[src/rtl/wlc_pkg.sv]
// wlc_pkg: register map, field layout and codes of the write lock control
// assumes: used by package-qualified names only, never imported
package wlc_pkg;

  // register byte offsets on the ahb-lite slave
  localparam logic [7:0] OFS_FEATURES   = 8'h00;
  localparam logic [7:0] OFS_FEAT_SEL   = 8'h04;
  localparam logic [7:0] OFS_LOCK_STATE = 8'h08;
  localparam logic [7:0] OFS_SCOPE      = 8'h0C;
  localparam logic [7:0] OFS_ALERT_PRI  = 8'h10;
  localparam logic [7:0] OFS_IRQ_STAT   = 8'h14;
  localparam logic [7:0] OFS_IRQ_MASK   = 8'h18;
  localparam logic [7:0] OFS_WR_REQ     = 8'h1C;
  localparam logic [7:0] OFS_WR_RESULT  = 8'h20;

  // feature bit positions, shared by features and feature selection
  localparam int BIT_UNICODE = 0;
  localparam int BIT_REPORTS = 1;
  localparam int BIT_SW_LOCK = 2;
  localparam int BIT_HW_LOCK = 3;
  localparam int FEAT_W      = 4;

  localparam logic [FEAT_W-1:0] FEATURES_VAL = 4'h0 | 4'hF;
  localparam logic [FEAT_W-1:0] FEAT_SEL_RST = 4'h0;

  // lock state encoding and switch encoding
  localparam logic [1:0] LOCK_UNLOCKED = 2'h1;
  localparam logic [1:0] LOCK_LOCKED   = 2'h2;
  localparam logic       SWITCH_LOCKED = 1'b1;

  // scope: physical protects resource/transducer, everything protects all
  localparam logic SCOPE_PHYSICAL   = 1'b0;
  localparam logic SCOPE_EVERYTHING = 1'b1;

  // target block classes of a parameter write
  localparam logic [1:0] TGT_RESOURCE   = 2'h0;
  localparam logic [1:0] TGT_TRANSDUCER = 2'h1;
  localparam logic [1:0] TGT_FUNCTION   = 2'h2;

  // write result register fields
  localparam int RES_VALID  = 0;
  localparam int RES_ACCEPT = 1;

  // status / mask bits
  localparam int IRQ_UNLOCK = 0;
  localparam int IRQ_REJECT = 1;
  localparam int IRQ_W      = 2;

  localparam int PRI_W = 8;
  localparam logic [PRI_W-1:0] PRI_RST = 8'h00;

  typedef enum logic [1:0] {
    WLC_SRC_NONE,
    WLC_SRC_SW,
    WLC_SRC_HW
  } wlc_src_t;

endpackage

[src/rtl/wlc_dec_if.sv]
// wlc_dec_if: carries one write request and its verdict between modules
// assumes: driven and sampled on the single clock of the top module
`timescale 1ns/100ps
interface wlc_dec_if;
  logic       req;
  logic [1:0] target;
  logic       is_lock_param;
  logic       is_internal;
  logic       locked;
  logic       scope;
  logic       accept;

  modport ctrl (output req, output target, output is_lock_param,
                output is_internal, output locked, output scope,
                input accept);
  modport dec  (input req, input target, input is_lock_param,
                input is_internal, input locked, input scope,
                output accept);
endinterface

[src/rtl/wlc_decide.sv]
// wlc_decide: combinational accept/reject verdict for one write request
// assumes: all inputs come from the same clock cycle as the request
`timescale 1ns/100ps
module wlc_decide (
  wlc_dec_if.dec d
);

  wire protected_tgt;
  wire blocked;

  // everything covers all blocks; physical spares function blocks
  assign protected_tgt = (d.scope == wlc_pkg::SCOPE_EVERYTHING) ||
                         (d.target != wlc_pkg::TGT_FUNCTION);
  // internal updates and the lock clear itself always pass
  assign blocked = d.locked && protected_tgt && !d.is_internal &&
                   !d.is_lock_param;
  assign d.accept = d.req && !blocked;

endmodule

[src/rtl/wlc_top.sv]
// wlc_top: write lock control with ahb-lite register access
// assumes: one clock, synchronous active low reset, single word transfers
//
// Behaviour
// - hardware select: lock follows switch, read only
// - software select: host writes lock state
// - locked: reject user writes inside scope
// - scope physical spares function blocks only
// - lock 1 unlocked 2 locked; switch 1 locked
// - no select: unlocked, read only, all writable
// - hardware select forces software select off
// - clearing the lock stays writable while locked
// - lock never stalls block operation
// - unlock raises alert at configured priority
// - internal updates never blocked
// - alert reports only with reports bit
// - features word read only, lists options
// - feature selection empty after reset
`timescale 1ns/100ps
module wlc_top (
  input  wire logic        clk,
  input  wire logic        rst_n,
  input  wire logic        hsel,
  input  wire logic [31:0] haddr,
  input  wire logic [1:0]  htrans,
  input  wire logic        hwrite,
  input  wire logic [2:0]  hsize,
  input  wire logic [31:0] hwdata,
  input  wire logic        hready,
  output logic      [31:0] hrdata,
  output logic             hreadyout,
  output logic             hresp,
  input  wire logic        security_switch,
  input  wire logic        int_wr_req,
  input  wire logic [1:0]  int_wr_target,
  output logic             irq,
  output logic             unlock_alert,
  output logic [7:0]       unlock_alert_priority,
  output logic             alert_report,
  output logic             unicode_strings
);

  ////////////////////////////////////////////////////////////////////////
  // switch synchroniser: three stages, change taken once 2 and 3 agree

  logic sw_s1_ff;
  logic sw_s2_ff;
  logic sw_s3_ff;
  logic sw_level_ff;

  always_ff @(posedge clk) begin
    if (!rst_n) begin
      sw_s1_ff    <= 1'b0;
      sw_s2_ff    <= 1'b0;
      sw_s3_ff    <= 1'b0;
      sw_level_ff <= 1'b0;
    end else begin
      sw_s1_ff <= security_switch;
      sw_s2_ff <= sw_s1_ff;
      sw_s3_ff <= sw_s2_ff;
      if (sw_s2_ff == sw_s3_ff) begin
        sw_level_ff <= sw_s3_ff;
      end
    end
  end

  ////////////////////////////////////////////////////////////////////////
  // ahb-lite address phase capture

  logic        ph_wr_ff;
  logic        ph_rd_ff;
  logic [7:0]  ph_addr_ff;
  wire         ap_valid;

  assign ap_valid = hsel && hready && htrans[1];

  always_ff @(posedge clk) begin
    if (!rst_n) begin
      ph_wr_ff   <= 1'b0;
      ph_rd_ff   <= 1'b0;
      ph_addr_ff <= 8'h00;
    end else begin
      ph_wr_ff <= ap_valid && hwrite;
      ph_rd_ff <= ap_valid && !hwrite;
      if (ap_valid) begin
        ph_addr_ff <= haddr[7:0];
      end
    end
  end

  function automatic logic hit(input logic [7:0] a, input logic [7:0] o);
    hit = (a == o);
  endfunction

  wire wr_feat_sel = ph_wr_ff && hit(ph_addr_ff, wlc_pkg::OFS_FEAT_SEL);
  wire wr_lock     = ph_wr_ff && hit(ph_addr_ff, wlc_pkg::OFS_LOCK_STATE);
  wire wr_scope    = ph_wr_ff && hit(ph_addr_ff, wlc_pkg::OFS_SCOPE);
  wire wr_pri      = ph_wr_ff && hit(ph_addr_ff, wlc_pkg::OFS_ALERT_PRI);
  wire wr_stat     = ph_wr_ff && hit(ph_addr_ff, wlc_pkg::OFS_IRQ_STAT);
  wire wr_mask     = ph_wr_ff && hit(ph_addr_ff, wlc_pkg::OFS_IRQ_MASK);
  wire wr_req      = ph_wr_ff && hit(ph_addr_ff, wlc_pkg::OFS_WR_REQ);

  ////////////////////////////////////////////////////////////////////////
  // feature selection and lock source

  logic [wlc_pkg::FEAT_W-1:0] feat_sel_ff;
  logic [wlc_pkg::FEAT_W-1:0] nxt_feat_sel;
  logic [1:0]                 sw_lock_ff;
  logic                       scope_ff;
  logic [wlc_pkg::PRI_W-1:0]  pri_ff;
  wlc_pkg::wlc_src_t          src;
  wire                        hardware_lock_select;
  wire                        software_lock_select;
  logic [1:0]                 lock_state;
  wire                        locked;

  // only supported features can be selected
  always_comb begin
    nxt_feat_sel = hwdata[wlc_pkg::FEAT_W-1:0] & wlc_pkg::FEATURES_VAL;
    if (nxt_feat_sel[wlc_pkg::BIT_HW_LOCK]) begin
      nxt_feat_sel[wlc_pkg::BIT_SW_LOCK] = 1'b0;
    end
  end

  assign hardware_lock_select = feat_sel_ff[wlc_pkg::BIT_HW_LOCK];
  assign software_lock_select = feat_sel_ff[wlc_pkg::BIT_SW_LOCK];
  assign src    = hardware_lock_select ? wlc_pkg::WLC_SRC_HW :
                  software_lock_select ? wlc_pkg::WLC_SRC_SW : wlc_pkg::WLC_SRC_NONE;

  always_comb begin
    unique case (src)
      wlc_pkg::WLC_SRC_HW: begin
        lock_state = (sw_level_ff == wlc_pkg::SWITCH_LOCKED) ?
                     wlc_pkg::LOCK_LOCKED :
                     wlc_pkg::LOCK_UNLOCKED;
      end
      wlc_pkg::WLC_SRC_SW: begin
        lock_state = sw_lock_ff;
      end
      wlc_pkg::WLC_SRC_NONE: begin
        lock_state = wlc_pkg::LOCK_UNLOCKED;
      end
    endcase
  end

  assign locked = (lock_state == wlc_pkg::LOCK_LOCKED);

  wire lock_wr_ok = wr_lock && (src == wlc_pkg::WLC_SRC_SW) &&
                    ((hwdata[1:0] == wlc_pkg::LOCK_LOCKED) ||
                     (hwdata[1:0] == wlc_pkg::LOCK_UNLOCKED));

  always_ff @(posedge clk) begin
    if (!rst_n) begin
      feat_sel_ff <= wlc_pkg::FEAT_SEL_RST;
      sw_lock_ff  <= wlc_pkg::LOCK_UNLOCKED;
      scope_ff    <= wlc_pkg::SCOPE_PHYSICAL;
      pri_ff      <= wlc_pkg::PRI_RST;
    end else begin
      if (wr_feat_sel) begin
        feat_sel_ff <= nxt_feat_sel;
      end
      if (lock_wr_ok) begin
        sw_lock_ff <= hwdata[1:0];
      end
      if (wr_scope) begin
        scope_ff <= hwdata[0];
      end
      if (wr_pri) begin
        pri_ff <= hwdata[wlc_pkg::PRI_W-1:0];
      end
    end
  end

  ////////////////////////////////////////////////////////////////////////
  // write verdicts: host requests via register, internal via port

  wlc_dec_if dif ();
  wire host_req = wr_req;

  // internal updates take precedence in the decider; a host request in
  // the same cycle is dropped, with no verdict recorded and no reject flagged
  assign dif.req           = host_req || int_wr_req;
  assign dif.target        = int_wr_req ? int_wr_target : hwdata[1:0];
  assign dif.is_lock_param = 1'b0;
  assign dif.is_internal   = int_wr_req;
  assign dif.locked        = locked;
  assign dif.scope         = scope_ff;

  wlc_decide u_decide (
    .d (dif.dec)
  );

  logic [1:0] result_ff;
  wire        host_reject = host_req && !int_wr_req && !dif.accept;

  always_ff @(posedge clk) begin
    if (!rst_n) begin
      result_ff <= 2'b00;
    end else if (host_req && !int_wr_req) begin
      result_ff[wlc_pkg::RES_VALID]  <= 1'b1;
      result_ff[wlc_pkg::RES_ACCEPT] <= dif.accept;
    end
  end

  ////////////////////////////////////////////////////////////////////////
  // unlock alert and interrupt status

  logic                      locked_d_ff;
  logic [wlc_pkg::IRQ_W-1:0] stat_ff;
  logic [wlc_pkg::IRQ_W-1:0] mask_ff;
  wire  [wlc_pkg::IRQ_W-1:0] ev;
  wire                       unlock_ev;

  assign unlock_ev = locked_d_ff && !locked;
  assign ev[wlc_pkg::IRQ_UNLOCK] = unlock_ev;
  assign ev[wlc_pkg::IRQ_REJECT] = host_reject;

  // set wins over a write-one clear in the same cycle
  wire [wlc_pkg::IRQ_W-1:0] clr = wr_stat ? hwdata[wlc_pkg::IRQ_W-1:0] :
                                  {wlc_pkg::IRQ_W{1'b0}};

  always_ff @(posedge clk) begin
    if (!rst_n) begin
      locked_d_ff <= 1'b0;
      stat_ff     <= '0;
      mask_ff     <= '0;
    end else begin
      locked_d_ff <= locked;
      stat_ff     <= (stat_ff & ~clr) | ev;
      if (wr_mask) begin
        mask_ff <= hwdata[wlc_pkg::IRQ_W-1:0];
      end
    end
  end

  always_ff @(posedge clk) begin
    if (!rst_n) begin
      irq                   <= 1'b0;
      unlock_alert          <= 1'b0;
      unlock_alert_priority <= wlc_pkg::PRI_RST;
      alert_report          <= 1'b0;
      unicode_strings       <= 1'b0;
    end else begin
      irq                   <= |(((stat_ff & ~clr) | ev) & mask_ff);
      unlock_alert          <= unlock_ev;
      unlock_alert_priority <= pri_ff;
      // reports go out only when selected, else host polls status
      alert_report <= unlock_ev &&
                      feat_sel_ff[wlc_pkg::BIT_REPORTS];
      unicode_strings <= feat_sel_ff[wlc_pkg::BIT_UNICODE];
    end
  end

  ////////////////////////////////////////////////////////////////////////
  // read data: one wait state, always okay

  logic [31:0] rdata;
  wire         rd_start;
  wire         rd_wait;

  // registered read data needs one wait state to stand in the data phase
  assign rd_start = ap_valid && !hwrite;
  assign rd_wait  = ph_rd_ff && !hreadyout;

  always_comb begin
    rdata = 32'h0000_0000;
    unique case (ph_addr_ff)
      wlc_pkg::OFS_FEATURES:   rdata[wlc_pkg::FEAT_W-1:0] =
                                 wlc_pkg::FEATURES_VAL;
      wlc_pkg::OFS_FEAT_SEL:   rdata[wlc_pkg::FEAT_W-1:0] = feat_sel_ff;
      wlc_pkg::OFS_LOCK_STATE: rdata[1:0] = lock_state;
      wlc_pkg::OFS_SCOPE:      rdata[0] = scope_ff;
      wlc_pkg::OFS_ALERT_PRI:  rdata[wlc_pkg::PRI_W-1:0] = pri_ff;
      wlc_pkg::OFS_IRQ_STAT:   rdata[wlc_pkg::IRQ_W-1:0] = stat_ff;
      wlc_pkg::OFS_IRQ_MASK:   rdata[wlc_pkg::IRQ_W-1:0] = mask_ff;
      wlc_pkg::OFS_WR_RESULT:  rdata[1:0] = result_ff;
      default:                 rdata = 32'h0000_0000;
    endcase
  end

  // register access keeps running; nothing here stalls the block
  always_ff @(posedge clk) begin
    if (!rst_n) begin
      hrdata    <= 32'h0000_0000;
      hreadyout <= 1'b1;
      hresp     <= 1'b0;
    end else begin
      hrdata    <= rd_wait ? rdata : 32'h0000_0000;
      hreadyout <= !rd_start;
      hresp     <= 1'b0;
    end
  end

endmodule

[config.mk]
export PLATFORM = sky130hd
export DESIGN_NAME = wlc_top
export DESIGN_NICKNAME = d
export VERILOG_FILES = /design/src/rtl/wlc_pkg.sv /design/src/rtl/wlc_dec_if.sv /design/src/rtl/wlc_decide.sv /design/src/rtl/wlc_top.sv
export SDC_FILE = /design/constraint.sdc
export NUM_CORES = 1
export LEC_CHECK = 0
export BUFFER_PORTS_ARGS = -buffer_cell sky130_fd_sc_hd__buf_2
export CORE_MARGIN = 2
export CORE_UTILIZATION = 45
export CTS_CLUSTER_DIAMETER = 60
export DETAILED_ROUTE_END_ITERATION = 12
export PLACE_DENSITY = 0.85
export SLEW_MARGIN = 40
export SYNTH_ARGS = -nofsm -noshare
export SYNTH_HDL_FRONTEND = slang
export SYNTH_SLANG_ARGS = --single-unit
[constraint.sdc]
create_clock -name clk -period 2.2 [get_ports clk]
set_clock_uncertainty 0.1 [all_clocks]
set_input_delay 0.22 -clock clk [delete_from_list [all_inputs] [get_ports clk]]
set_output_delay 0.22 -clock clk [all_outputs]
set_load 0.05 [all_outputs]
; Yosys cells after proc, flatten, opt, wreduce, memory -nomap -nowiden
; Cells that the tools add are included.
[word_totals]
regBits = 81
elab_cells = 89
inputBits = 78
out_inout_bits = 46
[op_classes]
muxes = 10
n_reduce_logical = 36
n_bitwise = 4
eq_ne = 15
[op_table]
columns = cell, count
row1 = 8-bit by 5-bit equality test with 1-bit output (second input constant), 4
row2 = 1-bit logical AND, 21
row3 = 8-bit by 4-bit equality test with 1-bit output (second input constant), 2
row4 = 2-bit case mux with 3 select lines, 2
row5 = 8-bit by 3-bit equality test with 1-bit output (second input constant), 1
row6 = 8-bit by 6-bit equality test with 1-bit output (second input constant), 1
row7 = 8-bit zero test, 1
row8 = 2-bit 2-to-1 mux, 4
row9 = 1-bit case mux with 8 select lines, 1
row10 = 1-bit zero test, 7
row11 = 1-bit case mux with 7 select lines, 1
row12 = 2-bit equality test (second input constant), 3
row13 = 2-bit bitwise AND, 2
row14 = 2-bit by 1-bit equality test with 1-bit output (second input constant), 2
row15 = 1-bit logical OR, 3
row16 = 3-bit AND reduction, 1
row17 = 2-bit zero test, 1
row18 = 1-bit 2-to-1 mux, 2
row19 = 2-bit != test (second input constant), 1
row20 = 2-bit NOT, 1
row21 = 2-bit OR, 1
row22 = 2-bit AND reduction, 1
row23 = 2-bit OR reduction, 1
row24 = 1-bit equality test, 1

; Longest topological paths before layout
; Gate-level depths: netlist of the first run.
[logic_depth]
word_depth = 14
depth_mapped = 7
mapped_depth_nobuf = 5

; Cells and area by module
; From an unflattened synthesis of the first run, not the netlist that was laid out.
[unflattened]
hier_cells = 259
area_unflattened_um2 = 2444.8
[modules_own_cells]
columns = mod, seq_area_each_um2, n_inst, cells_per_inst, area_each_um2
row1 = wlc_top, 1141.1, 1, 255, 2422.3
row2 = wlc_decide, 0.0, 1, 4, 22.5

; Worst setup path before layout of the first run
; OpenSTA, ideal clock, no wires.
[synth_timing]
kind = reg-to-reg
startpoint = register ph_addr_ff[5]
endpoint = register irq
path_buffers = 0
path_slack_ns = 0.171
setup_time_ns = 0.059
arrival_time_ns = 1.871
required_time_ns = 2.041
stages_incl_launch_ff = 6
synth_period_minus_slack_ns = 2.029
cell_sequence = dfxtp_1 or4b_4 nor4_4 or4b_4 a21boi_4 a22o_1
[synth_via]
elab_chain_cells = 9
word_cells_on_any_way = 15
classes_between = eq/ne: 2 / mux: 1 / bitwise: 4 / reduce/logical: 8
[synth_rtl]
columns = item, line
row1 = start: declaration, wlc_top.sv:72  ; logic [7:0] ph_addr_ff;
row2 = start signal: assignment, wlc_top.sv:86  ; ph_addr_ff <= haddr[7:0];
row3 = 8-bit by 5-bit equality test with 1-bit output, wlc_top.sv:92  ; hit = (a == o);
row4 = 1-bit logical AND, wlc_top.sv:101  ; wire wr_req = ph_wr_ff && hit(ph_addr_ff, wlc_pkg::OFS_WR_REQ);
row5 = 1-bit logical OR, wlc_top.sv:182  ; assign dif.req = host_req || int_wr_req;
row6 = 1-bit logical AND, wlc_decide.sv:17  ; assign d.accept = d.req && !blocked;
row7 = 1-bit zero test, wlc_top.sv:194  ; wire host_reject = host_req && !int_wr_req && !dif.accept;
row8 = 1-bit logical AND, wlc_top.sv:194
row9 = 2-bit OR (*), wlc_top.sv:244  ; irq <= |(((stat_ff & ~clr) | ev) & mask_ff);
row10 = 2-bit bitwise AND (*), wlc_top.sv:244
row11 = 2-bit OR reduction (*), wlc_top.sv:244
row12 = end signal: assignment, wlc_top.sv:244
row13 = end: declaration, wlc_top.sv:36  ; output logic irq,
; Mark *: on every way between the ends. The rest lies on a longest branch, timed or not.
; A chain may end at the register's enable or synchronous reset.

; Final worst setup path of the first run
[layout_timing]
startpoint = register ph_addr_ff[7]
endpoint = register irq
; Same word-level chain as after synthesis.

==> results of run 1 <==
-- cells by family after synthesis --
family	after synthesis	synth area share, %
xor gates and xnor gates	1	0.360
muxes	11	4.53
and+or+nand+nor	105	24.9
DFF	57	46.9
other	1	0.154
buffers and inverters	41	10.2
AOI/OAI and AO/OA	44	12.9
-- state kept, by name, indices dropped and copies added (netlist names), 2 cells and up --
register / cells
feat_sel_ff: 4
hrdata: 8
ph_addr_ff: 8
result_ff: 2
stat_ff: 2
mask_ff: 2
unlock_alert_priority: 8
sw_lock_ff: 2
pri_ff: 8
-- worst max path at each step --
stage | startpoint | to | slack [ns] | depth (start not counted)
after global routing | ph_addr_ff[7] | irq | 0.02 | 5
after floorplan | ph_addr_ff[5] | irq | 0.17 | 5
after detailed placement | ph_addr_ff[7] | irq | 0.1 | 5
after global placement | ph_addr_ff[7] | irq | 0.11 | 5
final | ph_addr_ff[7] | irq | 0.07 | 5
after CTS | ph_addr_ff[7] | irq | 0.08 | 5
-- cells in the mapped netlist (all sizes together) (2+ instances only) --
cell,count
o21a,2
nand2,28
buf,26
nor4,3
inv,6
and3,4
nand4,3
dfxtp,57
clkbuf,9
nor3,2
a21oi,9
o21ai,7
nor2,10
a22o,3
a22oi,2
and2,19
a21boi,12
mux2i,11
nand3,4
nand3b,4
or4b,2
nor2b,16
nand2b,3
-- stage by stage --
stage	power (mW)	hold WS, ns
detailed placement	1.27	0.329
finish	2.26	0.0329
global placement	1.27	0.318
floorplan	1.26	0.239
CTS	2.27	0.0249
global route	2.34	0.0417
-- critical path: cells and delay by family, from the launching register on --
kind | cells | cell delay, ns
AND/OR/NAND/NOR | 3 | 1.36
flip-flops | 1 | 0.32
AO/OA/AOI/OAI | 2 | 0.30
-- final cells by class --
class                   instances  area, µm²
inverters                       6       22.5
clock buffers                  14        173
repair buffers                 60        340
flip-flops and latches         57       1140
fillers                       469       2240
clock inverters                 2       35.0
well taps                      70       87.6
multi-input cells             186       1130
-- power by group through the flow --
stage               registers [mW]  clock network, mW  logic, mW
detailed placement            1.07                  0      0.203
global placement              1.07                  0      0.202
global route                  1.05               1.07      0.222
CTS                           1.05               1.02      0.206
finish                        1.05              0.998      0.210
floorplan                     1.07                  0      0.186
-- routing by layer --
metal,track usage (%),part of all wire (%),up-vias
li1,-,-,955
met1,22.9,45,920
met2,27.5,48,63
met3,5.47,4.6,11
met4,9.46,2.5,0
met5,0,0,-
-- timing repair --
| item | 4_1_cts | 5_1_grt |
|---|---|---|
| hold buffers | 2 | 0 |
| setup buffers | 0 | 0 |
| endpoints found under the hold margin | 2 | 0 |
-- placed cells by master (no fill, tap or decap), types with 2 or more instances in the layout --
cell type and instances:
dlygate4sd3_1 2, nand2b_1 3, o21a_1 2, clkbuf_8 12, nand2_1 28, a22o_1 3
clkbuf_1 2, dfxtp_1 57, nand4_1 3, nor2b_1 16, and3_1 4, nor3_1 2
o21ai_0 7, nand3b_1 4, nor2_1 10, a21boi_0 11, buf_4 12, nand3_1 4
a22oi_1 2, buf_2 46, a21oi_1 9, and2_1 19, inv_1 6, conb_1 25
or4b_4 2, mux2i_1 11, nor4_1 2
==> flow_metrics.env, run 1 <==
export IMPL_status="complete, no violations"
export IMPL_power_density_nw_per_um2=770
export IMPL_cts_tree="done"
export IMPL_track_usage_pct=18.0
export IMPL_grt_overflow=0
export IMPL_ir_worst_vdd_mv=0.307
export IMPL_placed_area_um2=2700
export IMPL_async_flop_share_pct=0
export IMPL_grt_pass1_wl_um=8420
export IMPL_cts_buffers=9
export IMPL_path_common_cell="or4b_4"
export IMPL_syn_to_final_growth_pct=20.5
export IMPL_antenna_cells=0
export IMPL_synthesis_area_um2=2430
export IMPL_wl_per_cell_um=13.1
export IMPL_io_buffer_count=46
export IMPL_detail_route_drc_violations=0
export IMPL_power_leakage_nw=1.24
export IMPL_fin_area_um2=2930
export IMPL_drv_cap=0
export IMPL_yosys_warnings=0
export IMPL_reg2reg_depth=5
export IMPL_clk_path_buf_depth=2
export IMPL_antenna_found_initial=0
export IMPL_first_iter_violations=201
export IMPL_critPathKind="register to register"
export IMPL_drv_slew=0
export IMPL_end_kind="register"
export IMPL_routed_wl_um=5160
export IMPL_clockPowerShare_pct=44.2
export IMPL_yosysTopAreaCellShare_pct=46.9
export IMPL_fin_crit_ns=2.13
export IMPL_hold_class="primary input to register"
export IMPL_grt_pass1_vias=1817
export IMPL_slowest_stage="or4b_4"
export IMPL_pwr_share_seq_pct=46.4
export IMPL_drive_gt1_share_pct=24.0
export IMPL_finalCoreUtilization_pct=56.7
export IMPL_post_place_cells=377
export IMPL_finalHoldViolCount=0
export IMPL_synth_flop_cell="dfxtp_1"
export IMPL_place_congestion=0.922
export IMPL_start_util_pct=47.0
export IMPL_ant_nets=0
export IMPL_min_from="haddr[1]"
export IMPL_io_pins=124
export IMPL_cts_clk_slew_worst_paths_ns=0.06
export IMPL_avgSynthCellArea_um2=9.35
export IMPL_synth_top_area_cell="dfxtp_1"
export IMPL_dp_hpwl_um=3620
export IMPL_fmax_mhz=469
export IMPL_reg2reg_from="ph_addr_ff[7]"
export IMPL_intPower_mw=1.71
export IMPL_drt_first_pass_iters=4
export IMPL_synth_distinct_cells=44
export IMPL_die_y_um=77.5
export IMPL_p_comb_share_pct=9.3
export IMPL_r2r_setup_slack_ns=0.07
export IMPL_cp_max_fo=2
export IMPL_synth_edf_count=0
export IMPL_syn_inst=260
export IMPL_coreArea_um2=5170
export IMPL_critPathRequiredTime_ns=2.38
export IMPL_final_nets=398
export IMPL_totalNegativeSetupSlack_ns=0
export IMPL_ys_ff_latch=57
export IMPL_min_to="ph_addr_ff[1]"
export IMPL_synth_seq_area_share_pct=46.9
export IMPL_viasPerCell=4.93
export IMPL_r2r_end="irq"
export IMPL_crit_chain="or4b_4 -> nor4_4 -> or4b_4 -> a21boi_4 -> a22o_1"
export IMPL_setup_slack_ns=0.0673
export IMPL_fp_dieW_um=77.5
export IMPL_slowest_delay_ns=0.57
export IMPL_synthTopCellsByArea="dfxtp_1 (47%), buf_4 (7.7%), and2_1 (4.9%), mux2i_1 (4.5%), nand2_1 (4.3%)"
export IMPL_cts_resized=0
export IMPL_switching_share_pct=24.2
export IMPL_p_switching_mw=0.545
export IMPL_clockRootBuffer="clkbuf_8"
export IMPL_rows=26
export IMPL_final_cells=395
export IMPL_period_share_pct=96.9
export IMPL_worstSkewPairLatency_ns=0.34
export IMPL_crit_arrival_ns=2.31
export IMPL_die_area_um2=6010
export IMPL_vias=1949
export IMPL_grt_setup_unrepaired="false"
export IMPL_clkSinkCount=57
export IMPL_hold_depth=3
export IMPL_grt_max_degree=28
export IMPL_crit_path_start_kind="register"
export IMPL_cts_htree_levels=3
export IMPL_place_ws_ns=0.0963
export IMPL_finalSetupViolCount=0
Note: power is estimated with default switching activity, not from simulation.
==> run 2: changes to the inputs <==
--- a/config.mk
+++ b/config.mk
@@ -6,8 +6,10 @@
 export NUM_CORES = 1
 export LEC_CHECK = 0
 export BUFFER_PORTS_ARGS = -buffer_cell sky130_fd_sc_hd__buf_2
+export CELL_PAD_IN_SITES_DETAIL_PLACEMENT = 0
+export CELL_PAD_IN_SITES_GLOBAL_PLACEMENT = 1
 export CORE_MARGIN = 2
-export CORE_UTILIZATION = 45
+export CORE_UTILIZATION = 32
 export CTS_CLUSTER_DIAMETER = 60
 export DETAILED_ROUTE_END_ITERATION = 12
 export PLACE_DENSITY = 0.85
==> run 2 against run 1 <==
- fmax increased by 2.0%
- design area increased by 0.85%
- first-iteration DRC count decreased by 53%
- total power down 1.9%
- clock-buffer cell count is 3 lower
- sequential share of layout area down 0.33 points
- setup slack gained 0.041 ns
==> flow_metrics.env, run 2 (synthesized netlist as in run 1, its figures left out) <==
export IMPL_clk_path_buf_depth=2
export IMPL_clockRootBuffer="clkbuf_8"
export IMPL_syn_to_final_growth_pct=21.6
export IMPL_clkSinkCount=57
export IMPL_critPathRequiredTime_ns=2.38
export IMPL_fill_cells=783
export IMPL_intPower_mw=1.64
export IMPL_fp_dieW_um=91.2
export IMPL_start_util_pct=33.3
export IMPL_antenna_cells=0
export IMPL_viasPerCell=4.45
export IMPL_cts_buffers=9
export IMPL_grt_max_degree=21
export IMPL_grt_overflow=0
export IMPL_die_area_um2=8310
export IMPL_fin_total_pwr_mw=2.21
export IMPL_drt_first_pass_iters=4
export IMPL_switching_share_pct=25.7
export IMPL_layout_common_cells="dfxtp_1 (57), buf_2 (46), nand2_1 (28)"
export IMPL_grt_pass1_vias=1806
export IMPL_status="complete, no violations"
export IMPL_detail_route_drc_violations=0
export IMPL_drv_cap=0
export IMPL_totalNegativeSetupSlack_ns=0
export IMPL_cp_max_fo=2
export IMPL_dp_hpwl_um=3760
export IMPL_clockPowerShare_pct=43.3
export IMPL_io_pins=124
export IMPL_routed_wl_um=5170
export IMPL_io_buffer_count=46
export IMPL_cts_tree="done"
export IMPL_p_switching_mw=0.569
export IMPL_place_congestion=0.923
export IMPL_grt_pass1_wl_um=8450
export IMPL_final_common_cell="dfxtp_1"
export IMPL_crit_path_start_kind="register"
export IMPL_grt_setup_unrepaired="false"
export IMPL_pwr_share_seq_pct=47.3
export IMPL_ir_worst_vdd_mv=0.249
export IMPL_drive_gt1_share_pct=24.3
export IMPL_crit_arrival_ns=2.27
export IMPL_drv_slew=0
export IMPL_critPathKind="register to register"
export IMPL_wl_per_cell_um=12.2
export IMPL_p_comb_share_pct=9.4
export IMPL_period_share_pct=95.1
export IMPL_power_leakage_nw=1.23
export IMPL_finalSetupViolCount=0
export IMPL_hold_class="primary input to register"
export IMPL_fin_crit_ns=2.09
export IMPL_antenna_found_initial=0
export IMPL_final_nets=398
export IMPL_fmax_mhz=478
export IMPL_finalHoldViolCount=0
export IMPL_ant_nets=0
export IMPL_rows=31
export IMPL_vias=1885
export IMPL_track_usage_pct=13.1
export IMPL_power_density_nw_per_um2=749
export IMPL_coreArea_um2=7290
export IMPL_die_y_um=91.2
export IMPL_first_iter_violations=95
export IMPL_worstSkewPairLatency_ns=0.34
export IMPL_end_kind="register"
export IMPL_cts_htree_levels=3
export IMPL_cts_clk_slew_worst_paths_ns=0.06
run 2: cell type report:
| type | instances | area, µm² | area share [%] |
|---|---|---|---|
| clock buffer | 11 | 141 | 4.78 |
| clock inverter | 5 | 55.1 | 1.86 |
| inverter | 6 | 22.5 | 0.762 |
| multi-input combinational | 186 | 1130 | 38.3 |
| sequential | 57 | 1140 | 38.6 |
| tap | 99 | 124 | 4.19 |
| timing repair buffer | 60 | 340 | 11.5 |
run 2: layer usage:
layer,vias up,global-route usage (%),routed length [µm]
met5,-,0,0
met4,0,7.45,135
met3,15,4.48,309
met2,52,20.7,2480
met1,867,15.5,2250
li1,951,-,-
run 2: worst paths after layout:
kind	startpoint	to	slack (ns)	cells after the start
setup / recovery	ph_wr_ff	irq	0.11	5
hold / removal	haddr[0]	ph_addr_ff[0]	0.03	3
setup reg to reg	ph_wr_ff	irq	0.11	5
hold reg to reg	sw_s1_ff	sw_s2_ff	0.33	1
run 2: worst max-delay path, stage by stage, from the launching register on:
cell,delay (ns)
dfxtp_1,0.37
or4b_4,0.51
nor4_4,0.23
or4b_4,0.52
a21boi_4,0.15
a22o_1,0.14
run 2: what timing repair did:
item | 4_1_cts | 5_1_grt
hold endpoints to repair | 2 | 0
buffers inserted | 0 | 0
gates resized for setup | 0 | 0
hold buffers | 2 | 0
run 2: power groups by stage:
stage | clock (mW) | sequential, mW | combinational (mW)
2_1_floorplan | 0 | 1.07 | 0.186
3_3_place_gp | 0 | 1.07 | 0.203
3_5_place_dp | 0 | 1.07 | 0.205
4_1_cts | 0.978 | 1.05 | 0.208
5_1_grt | 1.04 | 1.05 | 0.224
6_report | 0.958 | 1.05 | 0.208
run 2: per-stage QoR:
stage               cells  instance area [µm²]  hold slack [ns]  setup WS [ns]  util, %
floorplan             284                 2520            0.239          0.171        -
global placement      406                 2740            0.316          0.127     37.6
detailed placement    406                 2740            0.323          0.139     37.6
CTS                   424                 2960           0.0248          0.110     40.5
global route          424                 2960           0.0283         0.0352     40.5
finish                424                 2960           0.0335          0.108     40.5
==> run 3: changes to the inputs <==
--- a/config.mk
+++ b/config.mk
@@ -8,11 +8,11 @@
 export BUFFER_PORTS_ARGS = -buffer_cell sky130_fd_sc_hd__buf_2
 export CELL_PAD_IN_SITES_DETAIL_PLACEMENT = 0
 export CELL_PAD_IN_SITES_GLOBAL_PLACEMENT = 1
-export CORE_MARGIN = 2
+export CORE_MARGIN = 3
 export CORE_UTILIZATION = 32
 export CTS_CLUSTER_DIAMETER = 60
 export DETAILED_ROUTE_END_ITERATION = 12
-export PLACE_DENSITY = 0.85
+export PLACE_DENSITY_LB_ADDON = 0.1
 export SLEW_MARGIN = 40
 export SYNTH_ARGS = -nofsm -noshare
 export SYNTH_HDL_FRONTEND = slang
==> run 3 against run 2 <==
- setup slack improved by 0.012 ns
- sequential share of layout area fell by 0.77 points
- final cell count rose by 0.24%
- core utilization rose by 0.60 points
- global-route usage barely moved
- wire length rose by 4.9%
- register-to-register slack barely moved
- first-iteration DRC count fell by 29%
- via count fell by 1.0%
- critical endpoint unchanged
==> flow_metrics.env, run 3 (synthesized netlist as in run 1, its figures left out) <==
export IMPL_finalSetupViolCount=0
export IMPL_finalHoldViolCount=0
export IMPL_die_area_um2=8680
export IMPL_grt_setup_unrepaired="false"
export IMPL_drive_gt1_share_pct=24.5
export IMPL_place_ws_ns=0.121
export IMPL_grt_busiest_layer="met2"
export IMPL_whs_ns=0.0279
export IMPL_drt_first_pass_iters=4
export IMPL_start_util_pct=33.2
export IMPL_totalNegativeSetupSlack_ns=0
export IMPL_clockRootBuffer="clkbuf_8"
export IMPL_grt_pass1_vias=1681
export IMPL_end_kind="register"
export IMPL_cts_buffers=9
export IMPL_fill_cells=753
export IMPL_fp_dieW_um=93.2
export IMPL_die_y_um=93.2
export IMPL_place_congestion=0.815
export IMPL_fin_area_um2=3020
export IMPL_fin_total_pwr_mw=2.38
export IMPL_ff_latch_area_um2=1140
export IMPL_power_density_nw_per_um2=789
export IMPL_wl_per_cell_um=12.8
export IMPL_clk_path_buf_depth=2
export IMPL_cp_top_family="simple AND/OR/NAND/NOR gates"
export IMPL_rows=31
export IMPL_grt_util_met1_pct=17.9
export IMPL_grt_use_met3_pct=2.98
export IMPL_worstSkewPairLatency_ns=0.33
export IMPL_dp_hpwl_um=4030
export IMPL_cp_max_fo=2
export IMPL_setup_slack_ns=0.120
export IMPL_grt_overflow=0
export IMPL_final_common_cell="dfxtp_1"
export IMPL_crit_arrival_ns=2.26
export IMPL_layout_common_cells="dfxtp_1 (57), buf_2 (46), nand2_1 (28)"
export IMPL_track_usage_pct=13.1
export IMPL_final_cells=425
export IMPL_io_buffer_count=46
export IMPL_drv_cap=0
export IMPL_met2_usage_pct=19.0
export IMPL_post_place_cells=408
export IMPL_coreArea_um2=7330
export IMPL_fmax_mhz=481
export IMPL_grt_pass1_wl_um=8600
export IMPL_postCtsSetupBuffers=0
export IMPL_slowest_stage="or4b_4"
export IMPL_detail_route_drc_violations=0
export IMPL_vias=1866
export IMPL_hold_class="primary input to register"
export IMPL_slowest_delay_ns=0.58
export IMPL_critPathRequiredTime_ns=2.38
export IMPL_critPathKind="register to register"
export IMPL_routed_wl_um=5430
export IMPL_antenna_cells=0
export IMPL_grt_max_degree=25
export IMPL_final_nets=400
export IMPL_placed_area_um2=2770
export IMPL_syn_to_final_growth_pct=24.0
export IMPL_cts_resized=0
export IMPL_clkSinkCount=57
export IMPL_ir_worst_vdd_mv=0.295
export IMPL_power_leakage_nw=1.27
export IMPL_io_pins=124
export IMPL_cts_tree="done"
export IMPL_antenna_found_initial=0
export IMPL_viasPerCell=4.39
export IMPL_multiInputGateArea_um2=1130
export IMPL_timing_critical_path_buf_inv=0
export IMPL_fin_crit_ns=2.08
export IMPL_cts_hold_fix_buffers=2
export IMPL_ant_nets=0
export IMPL_crit_path_start_kind="register"
export IMPL_finalCoreUtilization_pct=41.1
export IMPL_status="complete, no violations"
export IMPL_cts_htree_levels=3
export IMPL_first_iter_violations=67
export IMPL_crit_chain="or4b_4 -> nor4_4 -> or4b_4 -> a21boi_4 -> a22o_1"
export IMPL_cts_clk_slew_worst_paths_ns=0.06
export IMPL_period_share_pct=94.5
export IMPL_drv_slew=0
export IMPL_path_common_cell="or4b_4"
## run 3: report_power, final
part / total (mW) / switching, mW / internal [mW]
Combinational: 0.210 / 0.154 / 0.0557
Clock: 1.12 / 0.400 / 0.725
Sequential: 1.05 / 0.00514 / 1.04
Total: 2.38 / 0.559 / 1.82
## run 3: final timing paths
| check | from | end | slack (ns) | cells after the start |
|---|---|---|---|---|
| worst min-delay path | haddr[3] | ph_addr_ff[3] | 0.03 | 3 |
| worst max-delay path | ph_addr_ff[7] | irq | 0.12 | 5 |
| worst min register to register | sw_s1_ff | sw_s2_ff | 0.34 | 1 |
| worst max register to register | ph_addr_ff[7] | irq | 0.12 | 5 |
## run 3: routing by layer
metal	vias to the layer above	part of all wire, %	routed length [µm]
met5	-	0	0
met4	0	2.1	116
met3	9	5.0	271
met2	56	44	2390
met1	849	49	2650
li1	952	-	-
## run 3: final cells by class
| class | count | share of cell area, % |
|---|---|---|
| inverter | 6 | 0.747 |
| clock inverter | 2 | 1.99 |
| tap | 99 | 4.11 |
| timing repair buffer | 62 | 12.2 |
| clock buffer | 13 | 5.60 |
| sequential | 57 | 37.8 |
| multi-input combinational | 186 | 37.5 |
## run 3: tightest hold or removal path: cells and delay by family
family,cells,cell delay [ns]
AND/OR/NAND/NOR,1,0.04
AO/OA/AOI/OAI,1,0.06
buffers and inverters,1,0.09
